<file path="config.mk">
export PLATFORM = sky130hd
export DESIGN_NAME = sps_top
export DESIGN_NICKNAME = d
export VERILOG_FILES = /design/src/design/sps_pkg.sv /design/src/design/sps_sync.sv /design/src/design/sps_tick_gen.sv /design/src/design/sps_top.sv
export SDC_FILE = /design/constraint.sdc
export NUM_CORES = 1
export LEC_CHECK = 0
export CORE_ASPECT_RATIO = 1.25
export CORE_MARGIN = 8
export CORE_UTILIZATION = 44
export DETAILED_ROUTE_END_ITERATION = 10
export DONT_BUFFER_PORTS = 1
export HOLD_SLACK_MARGIN = 0.1
export PLACE_DENSITY_LB_ADDON = 0.08
export SKIP_LAST_GASP = 1
export SLEW_MARGIN = 20
export SYNTH_ARGS = -nofsm -noshare
export SYNTH_HDL_FRONTEND = slang
export SYNTH_SLANG_ARGS = --single-unit
</file>
<file path="constraint.sdc">
create_clock -name clk -period 3.7 [get_ports clk]
set_clock_uncertainty 0.2 [all_clocks]
set_input_delay 0.74 -clock clk [delete_from_list [all_inputs] [get_ports clk]]
set_output_delay 0.74 -clock clk [all_outputs]
set_load 0.05 [all_outputs]
</file>
<file path="src/design/sps_pkg.sv">
// Shared constants and types of the soak program sequencer
package sps_pkg;

  // ---------------------------------------------------------------
  // Register offsets (byte addresses)
  // ---------------------------------------------------------------
  localparam logic [7:0] OFF_CTRL   = 8'h00;
  localparam logic [7:0] OFF_SOAK   = 8'h04;
  localparam logic [7:0] OFF_BAND   = 8'h08;
  localparam logic [7:0] OFF_CMD    = 8'h0C;
  localparam logic [7:0] OFF_STATUS = 8'h10;
  localparam logic [7:0] OFF_REMAIN = 8'h14;
  localparam logic [7:0] OFF_OUTMAP = 8'h18;

  // ---------------------------------------------------------------
  // Field positions
  // ---------------------------------------------------------------
  localparam int unsigned CTRL_PAT_LO = 0;
  localparam int unsigned CTRL_REQ    = 2;
  localparam int unsigned CTRL_HOURS  = 3;
  localparam int unsigned CTRL_EVT    = 4;
  localparam int unsigned CTRL_ANALOG = 5;
  localparam int unsigned CTRL_RUN    = 6;
  localparam int unsigned CMD_START   = 0;
  localparam int unsigned CMD_RESET   = 1;

  // ---------------------------------------------------------------
  // Limits and reset values
  // ---------------------------------------------------------------
  localparam logic [13:0] SOAK_MIN   = 14'h0001;
  localparam logic [13:0] SOAK_MAX   = 14'h270F;
  localparam logic [13:0] BAND_MAX   = 14'h270F;
  localparam logic [13:0] SOAK_RESET = 14'h0001;
  localparam logic [13:0] BAND_OFF   = 14'h0000;
  localparam int unsigned NOUT       = 8;

  // ---------------------------------------------------------------
  // Timing
  // ---------------------------------------------------------------
  localparam longint unsigned CLK_HZ      = 125_000_000;
  localparam longint unsigned HALF_S_MS   = 500;
  localparam int unsigned     HALF_S_CYC  =
    int'(CLK_HZ * HALF_S_MS / 1000);
  localparam int unsigned     MIN_HALVES  = 120;
  localparam int unsigned     HOUR_HALVES = 7200;
  localparam int unsigned     PRE_W       = 27;

  // ---------------------------------------------------------------
  // Types
  // ---------------------------------------------------------------
  typedef enum logic [1:0] {
    SPS_PAT_OFF             = 2'h0,
    SPS_PAT_STOP_AT_FINISH  = 2'h1,
    SPS_KEEP_RUNNING_AT_FINISH = 2'h2
  } sps_pattern_t;

  typedef enum logic [1:0] {SPS_IDLE, SPS_SOAK, SPS_DONE} sps_phase_t;

  typedef struct packed {
    logic        psel;
    logic        penable;
    logic        pwrite;
    logic [7:0]  paddr;
    logic [31:0] pwdata;
  } sps_apb_req_t;

  typedef struct packed {
    logic        pready;
    logic        pslverr;
    logic [31:0] prdata;
  } sps_apb_rsp_t;

endpackage

</file>
<file path="src/design/sps_sync.sv">
// Two-flop synchroniser for pin inputs
`timescale 1ns/1ps
`default_nettype none
module sps_sync #(
  parameter int unsigned W = 1
) (
  input  wire logic         clk,
  input  wire logic         rst_b,
  input  wire logic [W-1:0] pin,
  output var  logic [W-1:0] level
);

  typedef struct packed {
    logic [W-1:0] meta;
    logic [W-1:0] stable;
  } sps_sync_st_t;

  sps_sync_st_t s;
  sps_sync_st_t next_s;

  // ---------------------------------------------------------------
  // First stage feeds only the second stage
  // ---------------------------------------------------------------
  always_comb begin
    next_s        = s;
    next_s.meta   = pin;
    next_s.stable = s.meta;
  end

  always_ff @(posedge clk or negedge rst_b) begin
    if (!rst_b) begin
      s <= '0;
    end else begin
      s <= next_s;
    end
  end

  assign level = s.stable;

endmodule
`default_nettype wire

</file>
<file path="src/design/sps_tick_gen.sv">
// Half-second prescaler and gated minute or hour tick
`timescale 1ns/1ps
`default_nettype none
module sps_tick_gen #(
  parameter int unsigned HALF_CYC    = sps_pkg::HALF_S_CYC,
  parameter int unsigned MIN_HALVES  = sps_pkg::MIN_HALVES,
  parameter int unsigned HOUR_HALVES = sps_pkg::HOUR_HALVES
) (
  input  wire logic clk,
  input  wire logic rst_b,
  input  wire logic en,
  input  wire logic clr,
  input  wire logic hours,
  output var  logic half_tick,
  output var  logic unit_tick
);

  typedef struct packed {
    logic [sps_pkg::PRE_W-1:0] pre;
    logic                      half;
    logic [12:0]               sub;
    logic                      unit;
  } sps_tick_st_t;

  sps_tick_st_t s;
  sps_tick_st_t next_s;
  logic         wrap;
  logic [12:0]  last;

  // ---------------------------------------------------------------
  // Counting
  // ---------------------------------------------------------------
  // Prescaler runs free, so a unit is resolved to half a second only
  always_comb begin
    next_s      = s;
    wrap        = (s.pre == sps_pkg::PRE_W'(HALF_CYC - 1));
    last        = hours ? 13'(HOUR_HALVES - 1) : 13'(MIN_HALVES - 1);
    next_s.pre  = wrap ? '0 : s.pre + 1'b1;
    next_s.half = wrap;
    next_s.unit = 1'b0;
    if (clr) begin
      next_s.sub = '0;
    end else if (en && wrap) begin
      if (s.sub >= last) begin
        next_s.sub  = '0;
        next_s.unit = 1'b1;
      end else begin
        next_s.sub = s.sub + 1'b1;
      end
    end
  end

  always_ff @(posedge clk or negedge rst_b) begin
    if (!rst_b) begin
      s <= '0;
    end else begin
      s <= next_s;
    end
  end

  assign half_tick = s.half;
  assign unit_tick = s.unit;

endmodule
`default_nettype wire

</file>
<file path="src/design/sps_top.sv">
// Soak program sequencer with APB register access
//
// Notes on behaviour
// - Run request going from cleared to active starts a soak run.
// - Soak time reaching duration raises the end output and end display.
// - Pattern off: no program operation, start requests are ignored.
// - Stop-at-finish pattern: control goes to stop when the run ends.
// - Keep-running pattern: control stays in run when the run ends.
// - Wait band is off or 1 to 9999 tenths of a degree or hundredths.
// - Soak timer runs only with process value inside set point +/- band.
// - Band off counts as unbounded; timing runs continuously from start.
// - Start from run request, assigned event input, or command if free.
// - With event assigned, run request is a monitor; key writes ignored.
// - Pattern set to off drops the event input start assignment.
// - Each start and reset pulses a nonvolatile write request.
// - After the end, display toggles set point and end every 0.5 s.
// - End signal mappable to any output and shown in status.
// - Run request back to cleared drops end output and end display.
// - A start switches run/stop to run.
// - A reset before the soak ends switches run/stop to stop.
// - Manual run/stop during a run keeps the accumulated soak time.
//
// Design decisions made here: the APB slave port and the address map.
`timescale 1ns/1ps
`default_nettype none
module sps_top #(
  parameter int unsigned HALF_CYC = sps_pkg::HALF_S_CYC
) (
  input  wire logic                       clk,
  input  wire logic                       rst_b,
  input  wire sps_pkg::sps_apb_req_t      apb_req,
  output var  sps_pkg::sps_apb_rsp_t      apb_rsp,
  input  wire logic                       event_pin,
  input  wire logic signed [15:0]         process_value,
  input  wire logic signed [15:0]         set_point,
  input  wire logic [sps_pkg::NOUT-1:0]   ctl_out,
  output var  logic [sps_pkg::NOUT-1:0]   phys_out,
  output var  logic                       program_end,
  output var  logic                       show_end,
  output var  logic                       run_state,
  output var  logic                       nvm_write_req
);

  // ---------------------------------------------------------------
  // State
  // ---------------------------------------------------------------
  typedef struct packed {
    sps_pkg::sps_phase_t      phase;
    sps_pkg::sps_pattern_t    program_pattern_select;
    logic                     program_run_request;
    logic                     unit_hours;
    logic                     evt_assign;
    logic                     analog_in;
    logic                     run;
    logic [13:0]              soak_duration;
    logic [13:0]              band;
    logic [13:0]              elapsed;
    logic [sps_pkg::NOUT-1:0] out_map;
    logic [sps_pkg::NOUT-1:0] phys;
    logic                     end_flag;
    logic                     alt;
    logic                     nvm_wr;
    logic                     evt_prev;
    logic [31:0]              rdata;
  } sps_top_st_t;

  sps_top_st_t s;
  sps_top_st_t next_s;

  logic        evt_level;
  logic        half_tick;
  logic        unit_tick;
  logic        in_band;
  logic        setup;
  logic        access;
  logic        start;
  logic        clear;
  logic [31:0] wd;
  logic [16:0] diff;
  logic [16:0] mag;
  logic [13:0] soak_remaining_monitor;

  localparam int unsigned CTRL_PAT_HI = sps_pkg::CTRL_PAT_LO + 1;

  // ---------------------------------------------------------------
  // Helpers
  // ---------------------------------------------------------------
  function automatic logic addr_ok(input logic [7:0] a);
    addr_ok = (a == sps_pkg::OFF_CTRL)   || (a == sps_pkg::OFF_SOAK)   ||
              (a == sps_pkg::OFF_BAND)   || (a == sps_pkg::OFF_CMD)    ||
              (a == sps_pkg::OFF_STATUS) || (a == sps_pkg::OFF_REMAIN) ||
              (a == sps_pkg::OFF_OUTMAP);
  endfunction

  function automatic logic pattern_on(input sps_pkg::sps_pattern_t p);
    pattern_on = (p == sps_pkg::SPS_PAT_STOP_AT_FINISH) ||
                 (p == sps_pkg::SPS_KEEP_RUNNING_AT_FINISH);
  endfunction

  // ---------------------------------------------------------------
  // Submodules
  // ---------------------------------------------------------------
  sps_sync #(
    .W (1)
  ) u_evt_sync (
    .clk   (clk),
    .rst_b (rst_b),
    .pin   (event_pin),
    .level (evt_level)
  );

  sps_tick_gen #(
    .HALF_CYC    (HALF_CYC),
    .MIN_HALVES  (sps_pkg::MIN_HALVES),
    .HOUR_HALVES (sps_pkg::HOUR_HALVES)
  ) u_tick (
    .clk       (clk),
    .rst_b     (rst_b),
    .en        ((s.phase == sps_pkg::SPS_SOAK) && in_band),
    .clr       (s.phase != sps_pkg::SPS_SOAK),
    .hours     (s.unit_hours),
    .half_tick (half_tick),
    .unit_tick (unit_tick)
  );

  // ---------------------------------------------------------------
  // Band check
  // ---------------------------------------------------------------
  always_comb begin
    diff    = 17'({process_value[15], process_value} -
                   {set_point[15], set_point});
    mag     = diff[16] ? 17'(-diff) : diff;
    in_band = (s.band == sps_pkg::BAND_OFF) ||
              (mag <= {3'h0, s.band});
  end

  always_comb begin
    unique case (s.phase)
      sps_pkg::SPS_SOAK: soak_remaining_monitor = 14'(s.soak_duration -
                                                      s.elapsed);
      sps_pkg::SPS_DONE: soak_remaining_monitor = 14'h0000;
      default:           soak_remaining_monitor = s.soak_duration;
    endcase
  end

  // ---------------------------------------------------------------
  // Next state
  // ---------------------------------------------------------------
  // Reset wins over a start seen in the same cycle
  always_comb begin
    next_s          = s;
    setup           = apb_req.psel && !apb_req.penable;
    access          = apb_req.psel && apb_req.penable;
    wd              = apb_req.pwdata;
    start           = 1'b0;
    clear           = 1'b0;
    next_s.nvm_wr   = 1'b0;
    next_s.evt_prev = evt_level;

    if (access && apb_req.pwrite) begin
      unique case (apb_req.paddr)
        sps_pkg::OFF_CTRL: begin
          if (wd[CTRL_PAT_HI:sps_pkg::CTRL_PAT_LO] != 2'h3) begin
            next_s.program_pattern_select =
              sps_pkg::sps_pattern_t'(wd[CTRL_PAT_HI:sps_pkg::CTRL_PAT_LO]);
          end
          next_s.unit_hours = wd[sps_pkg::CTRL_HOURS];
          next_s.analog_in  = wd[sps_pkg::CTRL_ANALOG];
          next_s.evt_assign = wd[sps_pkg::CTRL_EVT];
          next_s.run        = wd[sps_pkg::CTRL_RUN];
          if (!s.evt_assign) begin
            start = wd[sps_pkg::CTRL_REQ] && !s.program_run_request;
            clear = !wd[sps_pkg::CTRL_REQ] && s.program_run_request;
          end
        end
        sps_pkg::OFF_SOAK: begin
          if (wd[13:0] >= sps_pkg::SOAK_MIN && wd[13:0] <= sps_pkg::SOAK_MAX
              && wd[31:14] == 18'h00000) begin
            next_s.soak_duration = wd[13:0];
          end
        end
        sps_pkg::OFF_BAND: begin
          if (wd[13:0] <= sps_pkg::BAND_MAX && wd[31:14] == 18'h00000) begin
            next_s.band = wd[13:0];
          end
        end
        sps_pkg::OFF_CMD: begin
          if (!s.evt_assign) begin
            start = wd[sps_pkg::CMD_START] && !s.program_run_request;
            clear = wd[sps_pkg::CMD_RESET] && s.program_run_request;
          end
        end
        sps_pkg::OFF_OUTMAP: next_s.out_map = wd[sps_pkg::NOUT-1:0];
        default: ;
      endcase
    end

    if (!pattern_on(next_s.program_pattern_select)) begin
      next_s.evt_assign = 1'b0;
    end

    if (s.evt_assign) begin
      start = evt_level && !s.evt_prev && !s.program_run_request;
      clear = !evt_level && s.evt_prev && s.program_run_request;
    end

    if (!pattern_on(s.program_pattern_select)) begin
      start              = 1'b0;
      next_s.phase       = sps_pkg::SPS_IDLE;
      next_s.end_flag    = 1'b0;
      next_s.alt         = 1'b0;
      next_s.elapsed     = '0;
    end

    if (clear) begin
      next_s.program_run_request = 1'b0;
      next_s.nvm_wr              = 1'b1;
      next_s.end_flag            = 1'b0;
      next_s.alt                 = 1'b0;
      next_s.elapsed             = '0;
      next_s.phase               = sps_pkg::SPS_IDLE;
      if (s.phase == sps_pkg::SPS_SOAK) begin
        next_s.run = 1'b0;
      end
    end else if (start) begin
      next_s.program_run_request = 1'b1;
      next_s.nvm_wr              = 1'b1;
      next_s.run                 = 1'b1;
      next_s.end_flag            = 1'b0;
      next_s.alt                 = 1'b0;
      next_s.elapsed             = '0;
      next_s.phase               = sps_pkg::SPS_SOAK;
    end else begin
      unique case (s.phase)
        sps_pkg::SPS_IDLE: ;
        sps_pkg::SPS_SOAK: begin
          if (s.elapsed >= s.soak_duration) begin
            next_s.phase    = sps_pkg::SPS_DONE;
            next_s.end_flag = 1'b1;
            next_s.alt      = 1'b1;
            if (s.program_pattern_select ==
                sps_pkg::SPS_PAT_STOP_AT_FINISH) begin
              next_s.run = 1'b0;
            end else begin
              next_s.run = 1'b1;
            end
          end else if (unit_tick) begin
            next_s.elapsed = 14'(s.elapsed + 1'b1);
          end
        end
        sps_pkg::SPS_DONE: begin
          if (half_tick) begin
            next_s.alt = !s.alt;
          end
        end
      endcase
    end

    next_s.phys = (ctl_out & ~s.out_map) |
                  (s.out_map & {sps_pkg::NOUT{s.end_flag}});

    if (setup) begin
      unique case (apb_req.paddr)
        sps_pkg::OFF_CTRL: next_s.rdata = {25'h0000000, s.run,
                                   s.analog_in, s.evt_assign, s.unit_hours,
                                   s.program_run_request,
                                   s.program_pattern_select};
        sps_pkg::OFF_SOAK:   next_s.rdata = {18'h00000, s.soak_duration};
        sps_pkg::OFF_BAND:   next_s.rdata = {18'h00000, s.band};
        sps_pkg::OFF_STATUS: next_s.rdata = {26'h0000000,
                                   s.program_run_request, s.alt, in_band,
                                   s.phase == sps_pkg::SPS_SOAK, s.run,
                                   s.end_flag};
        sps_pkg::OFF_REMAIN: next_s.rdata = {18'h00000,
                                   soak_remaining_monitor};
        sps_pkg::OFF_OUTMAP: next_s.rdata = {24'h000000, s.out_map};
        default:             next_s.rdata = 32'h00000000;
      endcase
    end
  end

  // ---------------------------------------------------------------
  // Registers
  // ---------------------------------------------------------------
  always_ff @(posedge clk or negedge rst_b) begin
    if (!rst_b) begin
      s               <= '0;
      s.soak_duration <= sps_pkg::SOAK_RESET;
      s.band          <= sps_pkg::BAND_OFF;
    end else begin
      s <= next_s;
    end
  end

  // ---------------------------------------------------------------
  // Outputs
  // ---------------------------------------------------------------
  // Zero wait states: read data was latched in the setup cycle
  always_comb begin
    apb_rsp.pready  = access;
    apb_rsp.pslverr = access && !addr_ok(apb_req.paddr);
    apb_rsp.prdata  = s.rdata;
  end

  assign phys_out      = s.phys;
  assign program_end   = s.end_flag;
  assign show_end      = s.alt;
  assign run_state     = s.run;
  assign nvm_write_req = s.nvm_wr;

endmodule
`default_nettype wire

</file>
==> run metrics <==
number of placed instances, taps included 1,335; net load switching power 1.08 mW; Worst Path Class, Setup in2reg; # Max-Cap Violations 0; count of buffer and inverter cells on the critical path 2; die span in x 146 um; total congestion overflow after global routing 0; CP arrival 4840 ps; multi-input combinational cell area 5520 um^2; Max FO, Critical Path 8; final critical-path required period 4730 ps; number of antenna violations at the first check in global routing 0; y dimension of the die 178 um; Static Leak 4.80 nW; Inserted Clock Buffers 17; maximum clock path buffer count 2; kind of start point of the critical path primary input; cell repeated most along the worst path sky130_fd_sc_hd__a21o_1; max incr delay on CP 380 ps; routed vias 7,659; number of enable flip-flop cells after synthesis 0; layout filler cell count 1,995; slew margin rel. 35.3%; clock tree from TritonCTS built; wire length of the first global-routing pass 40,800 um; flip-flop cell with the highest count after synthesis sky130_fd_sc_hd__dfrtp_1; Final Hold Violating Endpoints 128; reg2reg setup slack 310 ps; power per cell area 359 nW/um^2; Area growth, synth to finish 15.0%; leading area contributor after synthesis sky130_fd_sc_hd__dfrtp_1; routed via count divided by cell count 5.59; total of endpoints with negative setup slack in the final report 15; Row Count 59; Final Slew Violations 0; crit share post-route 128%; smallest setup slack after layout -1030 ps; number of nets at the end of the flow 1,229; routed length per instance 18.5 um; global placer's final weighted congestion 0.856; source of the worst register-to-register timing path s[80]; worst slack on hold paths -184 ps; CP required 3810 ps; TritonCTS Sinks 129; area taken by flip-flops and latches 3230 um^2; number of levels the H-tree was split into 4; clock insertion delay at the later pin of the skew report 430 ps; internal power of the cells 2.76 mW; family with the most delay on the worst path compound AO/OA/AOI/OAI gates; starting utilization of the core area 44.8%; ANT nets after route 0; DRC errors left 0; vias in the first global route 7,645; Gate Count Post-Synth 1,029; ordered cell list for the critical path clkinv_16, ha_4, fa_2, nor2b_4, o2111a_1, or3_4, o31ai_4, xor2_2, nor3b_4, a31oi_1, xor2_1, ha_1, a21o_1, a21o_1, mux2_4, a21o_1, or2_1, o211a_4, buf_12, a31o_1, o21a_1; clock network power share 43.1%; HPWL reported at the end of detailed placement 19,600 um; violations in the final reports hold timing, setup timing; mean cell area of the mapped netlist 9.03 um^2; DRT iter0 DRCs 440; Sw Share 28.1%; number of antenna cells inserted 0; Achievable Freq 0.211 GHz; routed wire length 25,300 um; worst min-delay path class in2async; depth of the most critical reg-to-reg path 14; Critical Path Slowest Stage Cell sky130_fd_sc_hd__or3_4; IO Pins 132; power share of the combinational group 19.3%; Cell variety after synth 77; Seq cells post-synth 129; setup slack after placement -1660 ps; buffer type at the clock tree root sky130_fd_sc_hd__clkbuf_16; portion of total power attributed to sequential cells 37.6%; warning count from the yosys run 0; Yosys top cell area share 34.5%; die area 26,100 um^2; share of the yosys chip area belonging to registers 34.8%; total power consumption of the routed design 3.84 mW; proportion of layout cells with a drive suffix above 1 19.3%; endpoint class of the critical path flop; slew at the pin with the worst max-slew slack 970 ps; post-CTS clock slew at the launch and capture registers of the worst setup and hold paths 70 ps; pin count of the biggest net entering global routing 130; worst ir drop on vdd 0.333 mV; detailed-router iteration count before antenna repair 4; post-synthesis instance area 9290 um^2; reg-to-reg critical path endpoint s[54]; non-filler cells, final 1,371; setup repair after global routing missed its margin true; GR Util All Layers 19.5%; Synth area leaders sky130_fd_sc_hd__dfrtp_1 34%, sky130_fd_sc_hd__ha_1 7.7%, sky130_fd_sc_hd__mux2_2 5.6%; run status finished with violations; Async S/R FF share, synth 100%; number of input and output port buffers inserted 0; floorplan core area 20,700 um^2
-- what timing repair did --
| item | 4_1_cts | 5_1_grt |
|---|---|---|
| gates resized for setup | 7 | 7 |
| pin swaps | 10 | 3 |
| buffers inserted | 2 | 1 |
| hold endpoints to repair | 129 | 129 |
| endpoints found under the setup margin | 15 | 15 |
| gates cloned | 0 | 1 |
-- power groups by stage --
stage          registers (mW)  logic, mW  clock network, mW
5_1_grt                  1.44      0.817               1.75
4_1_cts                  1.44      0.719               1.69
3_5_place_dp             1.47      0.693                  0
2_1_floorplan            1.45      0.516                  0
3_3_place_gp             1.47      0.691                  0
6_report                 1.44      0.741               1.65
-- worst max-delay path by stage --
stage                     startpoint      endpoint  slack [ps]  cells past startpoint
finish              process_value[0]  u_tick.s[11]       -1030                     21
CTS                 process_value[0]   u_tick.s[6]        -990                     21
global placement    process_value[0]   u_tick.s[8]       -1620                     21
detailed placement  process_value[0]   u_tick.s[6]       -1660                     21
global route        process_value[0]  u_tick.s[13]       -1210                     21
floorplan           process_value[0]   u_tick.s[5]       -1420                     21
-- through the flow --
step	util [%]	cell area, um^2	TNS (ps)
2_1_floorplan	-	9400	-20890
3_3_place_gp	48.1	9980	-23510
3_5_place_dp	48.1	9980	-23860
4_1_cts	51.2	10600	-14470
5_1_grt	51.5	10700	-17640
6_report	51.5	10700	-15230
-- sequential cells by signal (all words and copies together), names as in the netlist --
register / cells
u_tick.half_tick: 1
program_end: 1
run_state: 1
u_evt_sync.next_s: 1
s: 59
nvm_write_req: 1
u_evt_sync.level: 1
phys_out: 8
u_tick.s: 40
u_tick.unit_tick: 1
apb_rsp: 14
show_end: 1
-- cells in the mapped netlist (21+ instances only) --
cell and count:
sky130_fd_sc_hd__a21oi_1 43, sky130_fd_sc_hd__nor2_1 65, sky130_fd_sc_hd__xnor2_1 30, sky130_fd_sc_hd__ha_1 57, sky130_fd_sc_hd__buf_4 41, sky130_fd_sc_hd__xor2_1 29, sky130_fd_sc_hd__dfrtp_1 128, sky130_fd_sc_hd__nand4_1 21
sky130_fd_sc_hd__o21a_1 22, sky130_fd_sc_hd__nand2_1 92, sky130_fd_sc_hd__mux2_2 46, sky130_fd_sc_hd__clkbuf_1 29, sky130_fd_sc_hd__nor3_1 26, sky130_fd_sc_hd__o21ai_0 49, sky130_fd_sc_hd__nand3_1 34, sky130_fd_sc_hd__inv_1 61
-- cell families after synthesis --
kind of cell               synth area share [%]
AOI/OAI and AO/OA                          17.8
xor gates and xnor gates                   5.74
adders and majority gates                  8.11
buffers and inverters                      7.46
DFF                                        34.8
muxes                                      6.76
other                                    0.0404
and+or+nand+nor                            19.4
-- worst register-to-register path, cell delays in order, from the launching register on --
cell,delay (ps)
sky130_fd_sc_hd__dfstp_2,370
sky130_fd_sc_hd__inv_1,50
sky130_fd_sc_hd__ha_1,150
sky130_fd_sc_hd__inv_1,50
sky130_fd_sc_hd__fa_1,400
sky130_fd_sc_hd__a21o_1,200
sky130_fd_sc_hd__a21oi_1,220
sky130_fd_sc_hd__o21ai_0,120
sky130_fd_sc_hd__a21o_1,220
sky130_fd_sc_hd__a21oi_1,210
sky130_fd_sc_hd__o21a_1,180
sky130_fd_sc_hd__o21bai_1,100
sky130_fd_sc_hd__and3_1,220
sky130_fd_sc_hd__or3_1,410
sky130_fd_sc_hd__o21ai_0,190
-- layout by cell type (no fill, tap or decap), types with 20 or more instances in the layout --
cell type,n
sky130_fd_sc_hd__nor2_1,65
sky130_fd_sc_hd__nand4_1,21
sky130_fd_sc_hd__a21oi_1,41
sky130_fd_sc_hd__xor2_1,29
sky130_fd_sc_hd__xnor2_1,29
sky130_fd_sc_hd__nand2_1,92
sky130_fd_sc_hd__nor3_1,26
sky130_fd_sc_hd__inv_1,60
sky130_fd_sc_hd__o21a_1,22
sky130_fd_sc_hd__ha_1,55
sky130_fd_sc_hd__dfrtp_1,128
sky130_fd_sc_hd__nand3_1,34
sky130_fd_sc_hd__mux2_2,45
sky130_fd_sc_hd__and3_1,20
sky130_fd_sc_hd__o21ai_0,49
sky130_fd_sc_hd__buf_4,95
-- cell type report --
class                   instances  area share (%)
clock buffers                  19            4.24
clock inverters                13            1.18
inverters                      61            2.39
multi-input cells             778            51.7
flip-flops and latches        129            30.2
well taps                     274            3.21
repair buffers                 97            7.10
-- per-layer routing --
| layer | track usage (%) | part of all wire [%] | routed length (um) |
|---|---|---|---|
| met5 | 0 | 0 | 0 |
| met4 | 5.98 | 1.7 | 440 |
| met3 | 4.77 | 5.2 | 1310 |
| met2 | 33.5 | 50 | 12600 |
| met1 | 23.7 | 43 | 11000 |
Power figures use the tool's default switching activity.
